**config.mk**
```make
export PLATFORM = sky130hd
export DESIGN_NAME = fpbc_ctrl
export DESIGN_NICKNAME = d
export VERILOG_FILES = /design/src/include/fpbc_pkg.sv /design/src/fpbc_ctrl.sv
export SDC_FILE = /design/constraint.sdc
export NUM_CORES = 1
export LEC_CHECK = 0
export CAP_MARGIN = 20
export CORE_ASPECT_RATIO = 0.9
export CORE_MARGIN = 5
export CORE_UTILIZATION = 51
export DETAILED_ROUTE_END_ITERATION = 10
export DONT_BUFFER_PORTS = 1
export PLACE_DENSITY = 0.66
export SYNTH_ARGS = -nofsm -noshare
export SYNTH_HDL_FRONTEND = slang
export SYNTH_SLANG_ARGS = --single-unit
```
**constraint.sdc**
```tcl
create_clock -name clk_i -period 7.55 [get_ports clk_i]
set_clock_uncertainty 0.1 [all_clocks]
set_input_delay 1.51 -clock clk_i [delete_from_list [all_inputs] [get_ports clk_i]]
set_output_delay 1.51 -clock clk_i [all_outputs]
set_load 0.02 [all_outputs]
```
**src/include/fpbc_pkg.sv**
```systemverilog
// Constants, types and timing for the parallel flash bus controller.
// Assumes a 50 MHz system clock and an asynchronous NOR flash on the pins.
package fpbc_pkg;

  // Register byte offsets on the control bus
  localparam logic [7:0] OFS_CMD    = 8'h00;  // Operation start and code
  localparam logic [7:0] OFS_CFG    = 8'h04;  // Width, fast and protect settings
  localparam logic [7:0] OFS_ADDR   = 8'h08;  // Target address, bit 0 is the byte bit in byte mode and word address bit 0 in word mode
  localparam logic [7:0] OFS_WDATA  = 8'h0c;  // Write data
  localparam logic [7:0] OFS_STATUS = 8'h10;  // Busy and done
  localparam logic [7:0] OFS_RDATA  = 8'h14;  // Last read data

  // Field positions
  localparam int CMD_START   = 0;  // Write one to launch
  localparam int CMD_OP_LO   = 1;  // Two-bit operation code
  localparam int CFG_BYTE    = 0;  // One selects byte width
  localparam int CFG_FAST    = 1;  // Device already in fast-program mode
  localparam int CFG_ACCEL   = 2;  // Raise high voltage during programming
  localparam int CFG_WP_HIGH = 3;  // Protect pin level when no high voltage
  localparam int ST_BUSY     = 0;
  localparam int ST_DONE     = 1;  // Sticky, write one to clear

  // Operation codes
  localparam logic [1:0] OP_READ  = 2'h0;
  localparam logic [1:0] OP_WRITE = 2'h1;
  localparam logic [1:0] OP_PROG  = 2'h2;
  localparam logic [1:0] OP_RESET = 2'h3;

  // Program sequence lengths
  localparam logic [2:0] STEPS_NORMAL = 3'h4;
  localparam logic [2:0] STEPS_FAST   = 3'h2;
  localparam logic [2:0] STEPS_ONE    = 3'h1;

  // Timing in nanoseconds and derived cycle counts (least times round up)
  localparam int CLK_PERIOD_NS = 20;
  localparam int T_SETUP_NS    = 20;   // Address setup before a strobe
  localparam int T_ACCESS_NS   = 70;   // Read access from strobe
  localparam int T_WPULSE_NS   = 35;   // Write strobe width
  localparam int T_HOLD_NS     = 20;   // Data hold after the strobe rises
  localparam int T_RP_NS       = 500;  // Reset pulse width
  localparam int T_RH_NS       = 50;   // Reset high before first access
  localparam int SYNC_STAGES   = 2;    // Read data synchroniser depth
  localparam logic [7:0] SETUP_CYC  = 8'((T_SETUP_NS + CLK_PERIOD_NS - 1) / CLK_PERIOD_NS);
  localparam logic [7:0] ACCESS_CYC = 8'((T_ACCESS_NS + CLK_PERIOD_NS - 1) / CLK_PERIOD_NS + SYNC_STAGES);
  localparam logic [7:0] WPULSE_CYC = 8'((T_WPULSE_NS + CLK_PERIOD_NS - 1) / CLK_PERIOD_NS);
  localparam logic [7:0] HOLD_CYC   = 8'((T_HOLD_NS + CLK_PERIOD_NS - 1) / CLK_PERIOD_NS);
  localparam logic [7:0] RP_CYC     = 8'((T_RP_NS + CLK_PERIOD_NS - 1) / CLK_PERIOD_NS);
  localparam logic [7:0] RH_CYC     = 8'((T_RH_NS + CLK_PERIOD_NS - 1) / CLK_PERIOD_NS);

  // Controller states, one-hot
  typedef enum logic [5:0] {
    S_IDLE   = 6'h01,
    S_SETUP  = 6'h02,
    S_STROBE = 6'h04,
    S_HOLD   = 6'h08,
    S_RECOV  = 6'h10,
    S_RESET  = 6'h20
  } fpbc_state_e;

endpackage : fpbc_pkg

```
**src/fpbc_ctrl.sv**
```systemverilog
// Host-side controller that runs single bus cycles and program sequences on a parallel NOR flash.
// Assumes a classic Wishbone master on the control side and an external driver that turns the
// accelerate enable into the high programming voltage on the protect pin.
`timescale 1ns/1ps
module fpbc_ctrl #(
  parameter logic [21:0] UNLOCK1_ADDR = 22'h000001,  // Unlock cycle one, in ADDR-register form
  parameter logic [21:0] UNLOCK2_ADDR = 22'h000002,  // Unlock cycle two
  parameter logic [15:0] UNLOCK1_DATA = 16'h0001,    // Plain defaults, software must match the part
  parameter logic [15:0] UNLOCK2_DATA = 16'h0002,
  parameter logic [15:0] PROG_DATA    = 16'h0003
) (
  // Clock and reset
  input  wire logic        clk_i,
  input  wire logic        rst_n_i,
  // Wishbone slave
  input  wire logic        wb_cyc_i,
  input  wire logic        wb_stb_i,
  input  wire logic        wb_we_i,
  input  wire logic [7:0]  wb_adr_i,
  input  wire logic [3:0]  wb_sel_i,
  input  wire logic [31:0] wb_dat_i,
  output logic      [31:0] wb_dat_o,
  output logic             wb_ack_o,
  // Flash pins
  output logic      [20:0] addr_o,
  input  wire logic [15:0] dq_i,
  output logic      [15:0] dq_o,
  output logic      [15:0] dq_oe_n_o,
  output logic             ce_n_o,
  output logic             oe_n_o,
  output logic             we_n_o,
  output logic             reset_n_o,
  output logic             byte_n_o,
  output logic             wp_level_o,
  output logic             accel_hv_o
);

  logic             rst_m, rst_n;          // Reset release synchroniser
  logic [15:0]      dq_m, dq_s;            // Data input synchroniser
  fpbc_pkg::fpbc_state_e state;            // Cycle sequencer
  logic [7:0]       cnt;                   // Cycles spent in the current state
  logic [2:0]       step;                  // Index within a program sequence
  logic [2:0]       nsteps;                // Bus cycles in this operation
  logic [1:0]       op;                    // Operation in progress
  logic             start_req;             // Launch pulse from the bus side
  logic             fin;                   // Completion pulse to the bus side
  logic             done;                  // Sticky completion flag
  logic             fast;                  // Latched fast-program choice
  logic             byte_mode, cfg_fast, cfg_accel, cfg_wp;
  logic [1:0]       req_op;
  logic [21:0]      addr_r;
  logic [15:0]      wdata, rdata;
  logic [21:0]      cur_a;                 // Address of the current step
  logic [15:0]      cur_d;                 // Data of the current step
  logic             busy;
  logic             wr_hit, rd_hit;

  // Merge a write into a register honouring byte lanes
  function automatic logic [31:0] lane_merge(input logic [31:0] old, input logic [31:0] nw,
                                             input logic [3:0] sel);
    logic [31:0] r;
    r = old;
    for (int i = 0; i < 4; i++)
      if (sel[i])
        r[i*8 +: 8] = nw[i*8 +: 8];
    return r;
  endfunction : lane_merge

  // Address of sequence step; fast sequences skip the two unlock cycles
  function automatic logic [21:0] step_addr(input logic [2:0] s, input logic f, input logic [1:0] o,
                                            input logic [21:0] tgt);
    logic [2:0] k;
    k = (f || o != fpbc_pkg::OP_PROG) ? s + 3'h2 : s;
    if (o != fpbc_pkg::OP_PROG)
      k = 3'h3;
    unique case (k)
      3'h0:    return UNLOCK1_ADDR;
      3'h1:    return UNLOCK2_ADDR;
      3'h2:    return UNLOCK1_ADDR;
      default: return tgt;
    endcase
  endfunction : step_addr

  // Data of sequence step
  function automatic logic [15:0] step_data(input logic [2:0] s, input logic f, input logic [1:0] o,
                                            input logic [15:0] d);
    logic [2:0] k;
    k = f ? s + 3'h2 : s;
    if (o != fpbc_pkg::OP_PROG)
      k = 3'h3;
    unique case (k)
      3'h0:    return UNLOCK1_DATA;
      3'h1:    return UNLOCK2_DATA;
      3'h2:    return PROG_DATA;
      default: return d;
    endcase
  endfunction : step_data

  assign busy   = (state != fpbc_pkg::S_IDLE) || start_req;
  assign wr_hit = wb_cyc_i && wb_stb_i && wb_we_i && !wb_ack_o;
  assign rd_hit = wb_cyc_i && wb_stb_i && !wb_we_i && !wb_ack_o;
  // Unlock and command steps go to the unlock addresses, the final step to the target address
  // Single writes let software build erase sequences for one sector, several or all
  assign cur_a  = step_addr(step, fast, op, addr_r);
  assign cur_d  = step_data(step, fast, op, wdata);

  // Reset release through two flip-flops
  always_ff @(posedge clk_i or negedge rst_n_i)
  begin
    if (!rst_n_i)
    begin
      rst_m <= 1'b0;
      rst_n <= 1'b0;
    end
    else
    begin
      rst_m <= 1'b1;
      rst_n <= rst_m;
    end
  end

  // Data pins come from another timing domain, so two flops before use
  always_ff @(posedge clk_i or negedge rst_n)
  begin
    if (!rst_n)
    begin
      dq_m <= 16'h0000;
      dq_s <= 16'h0000;
    end
    else
    begin
      dq_m <= dq_i;
      dq_s <= dq_m;
    end
  end

  // Bus slave: ack one cycle after the request, dropped the cycle after
  always_ff @(posedge clk_i or negedge rst_n)
  begin
    if (!rst_n)
      wb_ack_o <= 1'b0;
    else
      wb_ack_o <= wb_cyc_i && wb_stb_i && !wb_ack_o;
  end

  // Read mux; unmapped offsets read zero
  always_ff @(posedge clk_i or negedge rst_n)
  begin
    if (!rst_n)
      wb_dat_o <= 32'h00000000;
    else if (rd_hit)
    begin
      unique case (wb_adr_i)
        fpbc_pkg::OFS_CMD:    wb_dat_o <= {29'h0, req_op, 1'b0};
        fpbc_pkg::OFS_CFG:    wb_dat_o <= {28'h0, cfg_wp, cfg_accel, cfg_fast, byte_mode};
        fpbc_pkg::OFS_ADDR:   wb_dat_o <= {10'h0, addr_r};
        fpbc_pkg::OFS_WDATA:  wb_dat_o <= {16'h0, wdata};
        fpbc_pkg::OFS_STATUS: wb_dat_o <= {30'h0, done, busy};
        fpbc_pkg::OFS_RDATA:  wb_dat_o <= {16'h0, rdata};
        default:              wb_dat_o <= 32'h00000000;
      endcase
    end
  end

  // Software registers; settings are frozen while an operation runs so pins never change mid-cycle
  always_ff @(posedge clk_i or negedge rst_n)
  begin
    if (!rst_n)
    begin
      byte_mode <= 1'b0;
      cfg_fast  <= 1'b0;
      cfg_accel <= 1'b0;
      cfg_wp    <= 1'b0;
      addr_r    <= 22'h000000;
      wdata     <= 16'h0000;
      req_op    <= fpbc_pkg::OP_READ;
      start_req <= 1'b0;
    end
    else
    begin
      start_req <= 1'b0;
      if (wr_hit && !busy)
      begin
        unique case (wb_adr_i)
          fpbc_pkg::OFS_CMD:
          begin
            if (wb_sel_i[0])
            begin
              req_op    <= wb_dat_i[fpbc_pkg::CMD_OP_LO +: 2];
              start_req <= wb_dat_i[fpbc_pkg::CMD_START];
            end
          end
          fpbc_pkg::OFS_CFG:
          begin
            if (wb_sel_i[0])
            begin
              byte_mode <= wb_dat_i[fpbc_pkg::CFG_BYTE];
              cfg_fast  <= wb_dat_i[fpbc_pkg::CFG_FAST];
              cfg_accel <= wb_dat_i[fpbc_pkg::CFG_ACCEL];
              cfg_wp    <= wb_dat_i[fpbc_pkg::CFG_WP_HIGH];
            end
          end
          fpbc_pkg::OFS_ADDR:  addr_r <= 22'(lane_merge({10'h0, addr_r}, wb_dat_i, wb_sel_i));
          fpbc_pkg::OFS_WDATA: wdata  <= 16'(lane_merge({16'h0, wdata}, wb_dat_i, wb_sel_i));
          default:
          begin
          end
        endcase
      end
    end
  end

  // Done flag: a completion in the clearing cycle wins
  always_ff @(posedge clk_i or negedge rst_n)
  begin
    if (!rst_n)
      done <= 1'b0;
    else
      done <= fin || (done && !(wr_hit && wb_adr_i == fpbc_pkg::OFS_STATUS && wb_sel_i[0]
                                && wb_dat_i[fpbc_pkg::ST_DONE]));
  end

  // Static pin levels: width select and protect level are always driven, never left floating
  always_ff @(posedge clk_i or negedge rst_n)
  begin
    if (!rst_n)
    begin
      byte_n_o   <= 1'b1;
      wp_level_o <= 1'b0;
    end
    else
    begin
      byte_n_o   <= !byte_mode;
      wp_level_o <= cfg_wp;
    end
  end

  // Cycle sequencer and all strobe, address and data pins
  always_ff @(posedge clk_i or negedge rst_n)
  begin
    if (!rst_n)
    begin
      state      <= fpbc_pkg::S_IDLE;
      cnt        <= 8'h00;
      step       <= 3'h0;
      nsteps     <= fpbc_pkg::STEPS_ONE;
      op         <= fpbc_pkg::OP_READ;
      fast       <= 1'b0;
      fin        <= 1'b0;
      rdata      <= 16'h0000;
      addr_o     <= 21'h000000;
      dq_o       <= 16'h0000;
      dq_oe_n_o  <= 16'hffff;
      ce_n_o     <= 1'b1;
      oe_n_o     <= 1'b1;
      we_n_o     <= 1'b1;
      reset_n_o  <= 1'b1;
      accel_hv_o <= 1'b0;
    end
    else
    begin
      fin <= 1'b0;
      cnt <= cnt + 8'h01;
      unique case (state)
        fpbc_pkg::S_IDLE:
        begin
          // Standby: nothing selected, data pins released
          ce_n_o    <= 1'b1;
          oe_n_o    <= 1'b1;
          we_n_o    <= 1'b1;
          dq_oe_n_o <= 16'hffff;
          if (start_req)
          begin
            op   <= req_op;
            fast <= cfg_fast || cfg_accel;
            step <= 3'h0;
            cnt  <= 8'h00;
            // Program runs four cycles, or two once fast mode or accelerate is on
            nsteps <= (req_op != fpbc_pkg::OP_PROG) ? fpbc_pkg::STEPS_ONE :
                      (cfg_fast || cfg_accel) ? fpbc_pkg::STEPS_FAST : fpbc_pkg::STEPS_NORMAL;
            // High voltage only for programming cycles
            accel_hv_o <= cfg_accel && (req_op == fpbc_pkg::OP_PROG);
            if (req_op == fpbc_pkg::OP_RESET)
            begin
              reset_n_o <= 1'b0;
              state     <= fpbc_pkg::S_RESET;
            end
            else
              state <= fpbc_pkg::S_SETUP;
          end
        end
        fpbc_pkg::S_SETUP:
        begin
          // Address first; in byte mode bit 15 carries the byte address bit
          ce_n_o <= 1'b0;
          addr_o <= byte_mode ? cur_a[21:1] : cur_a[20:0];  // Bank and sector bits pass whole
          dq_o   <= byte_mode ? {cur_a[0], 7'h00, cur_d[7:0]} : cur_d;
          if (op == fpbc_pkg::OP_READ)
            dq_oe_n_o <= byte_mode ? 16'h7fff : 16'hffff;
          else
            dq_oe_n_o <= byte_mode ? 16'h7f00 : 16'h0000;
          // Strobe only after a full setup cycle, so the flash latches a settled address
          if (cnt == fpbc_pkg::SETUP_CYC)
          begin
            cnt   <= 8'h00;
            state <= fpbc_pkg::S_STROBE;
            if (op == fpbc_pkg::OP_READ)
              oe_n_o <= 1'b0;
            else
              we_n_o <= 1'b0;
          end
        end
        fpbc_pkg::S_STROBE:
        begin
          // Reads need no prior command after reset
          if (op == fpbc_pkg::OP_READ && cnt == fpbc_pkg::ACCESS_CYC - 8'h01)
          begin
            rdata  <= byte_mode ? {8'h00, dq_s[7:0]} : dq_s;
            oe_n_o <= 1'b1;
            cnt    <= 8'h00;
            state  <= fpbc_pkg::S_HOLD;
          end
          else if (op != fpbc_pkg::OP_READ && cnt == fpbc_pkg::WPULSE_CYC - 8'h01)
          begin
            we_n_o <= 1'b1;  // Rise first, data held after
            cnt    <= 8'h00;
            state  <= fpbc_pkg::S_HOLD;
          end
        end
        fpbc_pkg::S_HOLD:
        begin
          if (cnt == fpbc_pkg::HOLD_CYC - 8'h01)
          begin
            ce_n_o    <= 1'b1;
            dq_oe_n_o <= 16'hffff;
            cnt       <= 8'h00;
            state     <= fpbc_pkg::S_RECOV;
          end
        end
        fpbc_pkg::S_RECOV:
        begin
          // Deselected here and through the first setup cycle, two cycles between bus cycles
          cnt <= 8'h00;
          if (step + 3'h1 == nsteps)
          begin
            fin        <= 1'b1;
            accel_hv_o <= 1'b0;
            state      <= fpbc_pkg::S_IDLE;
          end
          else
          begin
            step  <= step + 3'h1;
            state <= fpbc_pkg::S_SETUP;
          end
        end
        fpbc_pkg::S_RESET:
        begin
          // Hold reset, then wait before any access
          if (!reset_n_o && cnt == fpbc_pkg::RP_CYC - 8'h01)
          begin
            reset_n_o <= 1'b1;
            cnt       <= 8'h00;
          end
          else if (reset_n_o && cnt == fpbc_pkg::RH_CYC - 8'h01)
          begin
            fin   <= 1'b1;
            state <= fpbc_pkg::S_IDLE;
          end
        end
        default: state <= fpbc_pkg::S_IDLE;
      endcase
    end
  end

  // Helper: write strobes seen in the current operation
  logic [2:0] we_seen;
  always_ff @(posedge clk_i or negedge rst_n)
  begin
    if (!rst_n)
      we_seen <= 3'h0;
    else if (state == fpbc_pkg::S_IDLE)
      we_seen <= 3'h0;
    else if (state == fpbc_pkg::S_SETUP && cnt == fpbc_pkg::SETUP_CYC && op != fpbc_pkg::OP_READ)
      we_seen <= we_seen + 3'h1;
  end

  property p_read_levels;
    @(posedge clk_i) disable iff (!rst_n) !oe_n_o |-> (!ce_n_o && we_n_o && (&dq_oe_n_o[14:0]));
  endproperty
  a_read_levels: assert property (p_read_levels) else $error("read strobe with bad levels");

  property p_write_levels;
    @(posedge clk_i) disable iff (!rst_n) !we_n_o |-> (!ce_n_o && oe_n_o);
  endproperty
  a_write_levels: assert property (p_write_levels) else $error("write strobe with bad levels");

  property p_byte_float;
    @(posedge clk_i) disable iff (!rst_n) (!byte_n_o && !ce_n_o) |-> (&dq_oe_n_o[14:8]) && !dq_oe_n_o[15];
  endproperty
  a_byte_float: assert property (p_byte_float) else $error("byte mode drives upper data");

  property p_word_drive;
    @(posedge clk_i) disable iff (!rst_n) (byte_n_o && !we_n_o) |-> (dq_oe_n_o == 16'h0000);
  endproperty
  a_word_drive: assert property (p_word_drive) else $error("word write not on all pins");

  property p_byte_addr;
    @(posedge clk_i) disable iff (!rst_n) (!byte_n_o && !ce_n_o) |-> (dq_o[15] == cur_a[0]);
  endproperty
  a_byte_addr: assert property (p_byte_addr) else $error("byte address bit wrong");

  property p_write_hold;
    @(posedge clk_i) disable iff (!rst_n) $rose(we_n_o) |-> ($stable(addr_o) && $stable(dq_o) && !ce_n_o);
  endproperty
  a_write_hold: assert property (p_write_hold) else $error("write data not held past strobe");

  property p_accel_only_prog;
    @(posedge clk_i) disable iff (!rst_n) accel_hv_o |-> (op == fpbc_pkg::OP_PROG && state != fpbc_pkg::S_IDLE);
  endproperty
  a_accel_only_prog: assert property (p_accel_only_prog) else $error("high voltage outside program");

  property p_reset_quiet;
    @(posedge clk_i) disable iff (!rst_n) $fell(reset_n_o) |-> (ce_n_o && reset_n_o == 1'b0) [*8];
  endproperty
  a_reset_quiet: assert property (p_reset_quiet) else $error("access during reset pulse");

  property p_prog_count;
    @(posedge clk_i) disable iff (!rst_n) (fin && op == fpbc_pkg::OP_PROG) |->
      (we_seen == (fast ? fpbc_pkg::STEPS_FAST : fpbc_pkg::STEPS_NORMAL));
  endproperty
  a_prog_count: assert property (p_prog_count) else $error("wrong number of program cycles");

  property p_standby;
    @(posedge clk_i) disable iff (!rst_n) fin |=> (ce_n_o && oe_n_o && we_n_o && (&dq_oe_n_o));
  endproperty
  a_standby: assert property (p_standby) else $error("not in standby after operation");

endmodule : fpbc_ctrl

```
* After elaboration in Yosys (flattened, before gate mapping) *
Index checks and enable logic that the tools add are counted.

operators by class
  equal/unequal tests = 40
  reduce and logical (&&, ||, !) cells = 53
  $add $sub $neg = 3
  mux-type cells = 62

operators by type and width
  operator                                        number
  case mux 22 bit (6 select lines)                1
  case mux 16 bit (3 select lines)                2
  two-way mux 16 bit                              5
  two-way mux 6 bit                               8
  two-way mux 8 bit                               6
  case mux 8 bit (6 select lines)                 1
  case mux 22 bit (2 select lines)                1
  case mux 6 bit (6 select lines)                 1
  != test 2 bit (second input constant)           16
  AND reduction 3 bit                             9
  == test 8 x 5 -> 1 bit (second input constant)  3
  two-way mux 3 bit                               8
  two-way mux 21 bit                              1
  two-way mux 1 bit                               19
  == test 8 x 3 -> 1 bit (second input constant)  2
  == test 8 x 4 -> 1 bit (second input constant)  2
  logical AND 1 bit                               16
  zero test 8 bit                                 2
  two-way mux 15 bit                              1
  case mux 1 bit (3 select lines)                 3
  adder 8 x 1 -> 8 bit (second input constant)    1
  == test 8 x 1 -> 1 bit (second input constant)  1
  == test 8 x 2 -> 1 bit (second input constant)  1
  AND reduction 4 bit                             2
  27 further kinds                                46

storage, ports and cells
  output and inout port bits = 93
  bits in registers = 213
  word-level logic and storage cells = 194

* Depth between registers and ports, before layout *
  word-level depth = 9
  mapped depth = 8
  gate-level depth less buffers = 7

* Worst setup path before layout *
OpenSTA, ideal clock, no wires.

  path kind = in2reg
  start = in wb_adr_i[1]
  end = reg wb_dat_o[15]
  arrival time = 3,303 ps
  data required time = 7,367 ps
  stages on the path = 6
  setup slack = 4,064 ps
  cells stage by stage = nor2_1 > nand3b_1 > nor4_1 > clkbuf_1 > a22oi_1 > o21ai_0

between the ends
  longest elaborated chain between the ends = 2

ends and longest elaborated chain
  what                                                  line              text
  start, declared                                       fpbc_ctrl.sv:19   input wire logic [7:0] wb_adr_i,
  == test 8 x 5 -> 1 bit, or another cell as far along  fpbc_ctrl.sv:153  unique case (wb_adr_i)
  case mux 22 bit (6 select lines) *                    fpbc_ctrl.sv:153
  end signal, assigned                                  fpbc_ctrl.sv:154  fpbc_pkg::OFS_CMD: wb_dat_o <= {29'h0, req_op, 1'b0};
  end signal, assigned                                  fpbc_ctrl.sv:155  fpbc_pkg::OFS_CFG: wb_dat_o <= {28'h0, cfg_wp, cfg_accel, cfg_fast, byte_mode};
  end signal, assigned                                  fpbc_ctrl.sv:156  fpbc_pkg::OFS_ADDR: wb_dat_o <= {10'h0, addr_r};
  end, declared                                         fpbc_ctrl.sv:22   output logic [31:0] wb_dat_o,

Mark *: on every way between the ends. The rest lies on a longest branch, timed or not.
A chain may end at the register's enable or synchronous reset.

* Worst setup path in the final report *
  start = in wb_adr_i[4]
  end = reg addr_r[10]

between the ends
  longest elaborated chain between the ends = 2

ends and longest elaborated chain
  what                           line              text
  == test 8 x 4 -> 1 bit         fpbc_ctrl.sv:184  unique case (wb_adr_i)
  AND reduction 3 bit (no line)  --
  end signal, assigned           fpbc_ctrl.sv:203  fpbc_pkg::OFS_ADDR: addr_r <= 22'(lane_merge({10'h0, addr_r}, wb_dat_i, wb_sel_i));
  end, declared                  fpbc_ctrl.sv:51   logic [21:0] addr_r;

Every way passes these cells.

==> results.md <==
Run status:
- The flow ran to the end, and the final reports show no timing, DRC or antenna violations.

Yosys:
- The number of warnings issued by yosys is 0.
- The synthesized design devotes to its leading area cell type a little under three fifths of total area.
- Synthesis instantiated 63 different standard cells from the library.
- The cell area after synthesis is 8190 um^2.
- A synthesized cell averages 11.8 um^2.
- Synthesis produced about 700 cells.
- The number of synthesized flops with an enable pin is 0.
- After synthesis, the cell types taking the most area are sky130_fd_sc_hd__dfrtp_1, sky130_fd_sc_hd__mux2_2, sky130_fd_sc_hd__nand2_1, sky130_fd_sc_hd__dfstp_2, sky130_fd_sc_hd__mux2i_1.
- The synthesized flop and latch total is 190.
- After synthesis, flip-flops and latches occupy 58.2% of the total area.
- The biggest area consumer among synthesized cells is sky130_fd_sc_hd__dfrtp_1.
- The fraction of registers with async set or reset after synthesis is 100%.
- The flip-flop cell with the highest count after synthesis is sky130_fd_sc_hd__dfrtp_1.

Critical path:
- The kind of end point of the critical path is a flop.
- Along the worst path, the maximum fanout reaches 8.
- Data arrives at the worst endpoint at 3.38 ns.
- The worst setup path is of the in2reg kind.
- Data on the critical path is required at its endpoint by 7.76 ns.
- The type of origin of the critical path is an input port.

Global route:
- Entering global routing, the biggest net connects 90 pins.
- After global routing the overflow that remains totals 0.
- The number of global-route vias before repair was 5105.
- The initial antenna violation count was 0.
- The first global-routing pass estimated 29300 um of wire.
- Across every metal layer, demand over resource in global routing totals 20.5%.

Placed design:
- The placer congestion estimate is ~0.84.
- The HPWL after detailed placement is 13200 um.
- The placed standard-cell area is 8230 um^2.
- The number of port buffers is 0.

Timing:
- The final setup violation count is 0.
- The number of hold violations in the final report came to 0.
- The sum of negative setup slack is 0 ns.
- The slew at the pin closest to its max-slew limit is 1.02 ns.
- The number of slew-limit violations in the final report came to 0.
- The minimum clock period after layout is 3.16 ns.
- In the finished design, the share of the clock period the worst path needs comes to approximately two fifths.
- Setup repair after global routing left no endpoint under its margin.
- For this run, the top clock speed supported by timing is 316 MHz.
- Measured against its own limit, the worst slew margin works out to 32.2%.

CTS:
- The clock tree from TritonCTS is done.
- In this run the deepest clock path goes through 2 buffers.
- For the worst-skew pair, the clock arrives at the later sink with an insertion delay of 0.44 ns.
- The clock sink count is 190.
- The clock-pin slew on the worst setup and hold paths is 0.07 ns.
- Gates resized during post-CTS repair numbered 0.
- The number of hold buffers added after cts is 0.
- The clock buffer count from CTS is 17.
- The number of H-tree levels is 4.
- Buffers added to address setup during post-CTS repair amount to 0.
- CTS placed an instance of sky130_fd_sc_hd__clkbuf_16 at the clock tree root.

Drt:
- The remaining routing DRC violations is 0.
- The remaining antenna violation count is 0.
- The number of vias per cell is ~5.9.
- For this block, the routed nets add up to 18600 um of wire.
- The iteration count of the initial detailed-routing pass is 6.
- The initial DRC count is 496.
- The average wire length per cell after detail routing is about 21 um.
- The total via count after detailed routing is 5274.

Floorplan:
- Pin placement for this block handled 158 I/O pins.
- In this run the horizontal extent of the chip is 144 um.
- The floorplan step defined a die boundary enclosing between 15000 and 20000 um^2.
- The starting density of the core is about half.
- The floorplan core area is 16000 um^2.
- The die height is 130 um.
- The standard-cell row count is 44.

Finish:
- The area growth from synthesis to layout is 8.22%.
- The number of antenna cells inserted is 0.
- The net count reported at finish is 737.
- The final design utilization is 55.5%.
- The share of layout cells above drive strength 1 is about 18%.
- The finished layout cell area is 8860 um^2.

Pwr:
- The static leakage is between 4 and 5 nW.
- For this design the ratio of total power to cell area is ~270 nW/um^2.
- IR analysis of the VDD net gives a maximum drop of 189 uV.

Run:
- Max-cap violations in this run came to 0.

Worst hold path:
- The worst hold path belongs to the class reg2async.
[where the power goes]
part | total [mW] | leakage, nW | internal [mW] | switching (mW)
registers | 1.21 | 2.47 | 1.10 | 0.106
clock network | 0.862 | 0.279 | 0.453 | 0.408
logic | 0.344 | 1.34 | 0.113 | 0.231
[metal layers]
| layer | GRT usage [%] | vias up | routed length (um) |
|---|---|---|---|
| met5 | 0 | - | 0 |
| met3 | 7.70 | 21 | 1970 |
| li1 | - | 2411 | - |
| met1 | 29.9 | 2633 | 8330 |
| met2 | 28.6 | 209 | 8030 |
| met4 | 6.26 | 0 | 260 |
[synth_stat cells (all sizes together) (3+ instances only)]
cell and instances:
and3 6, clkbuf 36, xor2 5, ha 5
xnor2 5, dfrtp 180, a21o 3, nand2 80
nor3 9, a22o 14, nor2b 4, nand2b 7
a22oi 26, and3b 3, o31ai 24, nand3b 6
inv 6, nor2 30, a21oi 8, buf 26
nor4 10, o21ai 45, mux2 55, dfstp 10
mux2i 24, nand3 15, nor3b 3, a32oi 3
or3 5
[worst max-delay path: stages]
cell	delay, ns
sky130_fd_sc_hd__nor3_1	0.42
sky130_fd_sc_hd__nand3b_1	0.37
sky130_fd_sc_hd__nor3_4	0.33
sky130_fd_sc_hd__nand3_2	0.32
sky130_fd_sc_hd__mux2_1	0.42
[worst paths after layout]
check | start | endpoint | slack [ns] | cells after the start
setup reg to reg | state[3]$_DFFE_PN0P_ | addr_r[1]$_DFFE_PN0P_ | 4.40 | 4
max in group asynchronous | rst_n$_DFF_PN0_ | ce_n_o$_DFFE_PN1P_ | 5.97 | 3
min in group clk_i | dq_m[14]$_DFF_PN0_ | dq_s[14]$_DFF_PN0_ | 0.25 | 0
setup / recovery | wb_adr_i[4] | addr_r[10]$_DFFE_PN0P_ | 4.39 | 5
hold / removal | rst_n$_DFF_PN0_ | dq_m[1]$_DFF_PN0_ | 0.07 | 0
hold reg to reg | rst_n$_DFF_PN0_ | dq_m[1]$_DFF_PN0_ | 0.07 | 0
[cell usage in the layout, fill, tap and decap left out, types with 7 or more instances in the layout]
| cell type | instances |
|---|---|
| sky130_fd_sc_hd__nand2_1 | 80 |
| sky130_fd_sc_hd__clkbuf_16 | 17 |
| sky130_fd_sc_hd__nor2_1 | 30 |
| sky130_fd_sc_hd__conb_1 | 11 |
| sky130_fd_sc_hd__buf_4 | 7 |
| sky130_fd_sc_hd__nand2b_1 | 7 |
| sky130_fd_sc_hd__dfstp_2 | 10 |
| sky130_fd_sc_hd__a22oi_1 | 26 |
| sky130_fd_sc_hd__a21oi_1 | 8 |
| sky130_fd_sc_hd__o31ai_1 | 24 |
| sky130_fd_sc_hd__o21ai_0 | 45 |
| sky130_fd_sc_hd__nor3_1 | 8 |
| sky130_fd_sc_hd__dfrtp_1 | 179 |
| sky130_fd_sc_hd__mux2_2 | 53 |
| sky130_fd_sc_hd__a22o_1 | 14 |
| sky130_fd_sc_hd__mux2i_1 | 24 |
| sky130_fd_sc_hd__nand3_1 | 13 |
[sequential cells by signal (all words and copies together) (netlist names), 3 cells and up]
name,count
dq_oe_n_o,3
addr_r,22
dq_m,16
nsteps,3
wdata,16
state,6
wb_dat_o,22
step,3
dq_o,16
addr_o,21
dq_s,16
cnt,8
rdata,16
[metrics by stage]
stage               setup slack (ns)  hold WS [ns]  std cells  total power, mW
detailed placement              3.96        0.0729        853             1.56
global placement                3.97        0.0700        853             1.55
global route                    4.26        0.0945        887             2.53
floorplan                       1.78         0.231        701             1.47
finish                          4.39        0.0708        887             2.41
CTS                             4.37        0.0773        885             2.43
[logic make-up after synthesis]
group | synth area share, %
flip-flops | 58.2
AND/OR/NAND/NOR | 11.8
AO/OA/AOI/OAI | 12.8
multiplexers | 10.8
buffers and inverters | 4.22
XOR/XNOR | 1.34
adder cells (fa/ha/maj) | 0.764
other | 0.0917
[layout make-up]
type / count / area, um^2
clock buffers: 19 / 453
clock inverters: 13 / 121
fillers: 1346 / 7100
inverters: 6 / 22.5
multi-input cells: 443 / 3130
flip-flops and latches: 190 / 4770
well taps: 207 / 259
repair buffers: 9 / 108
(Power assumes the default switching activity.)
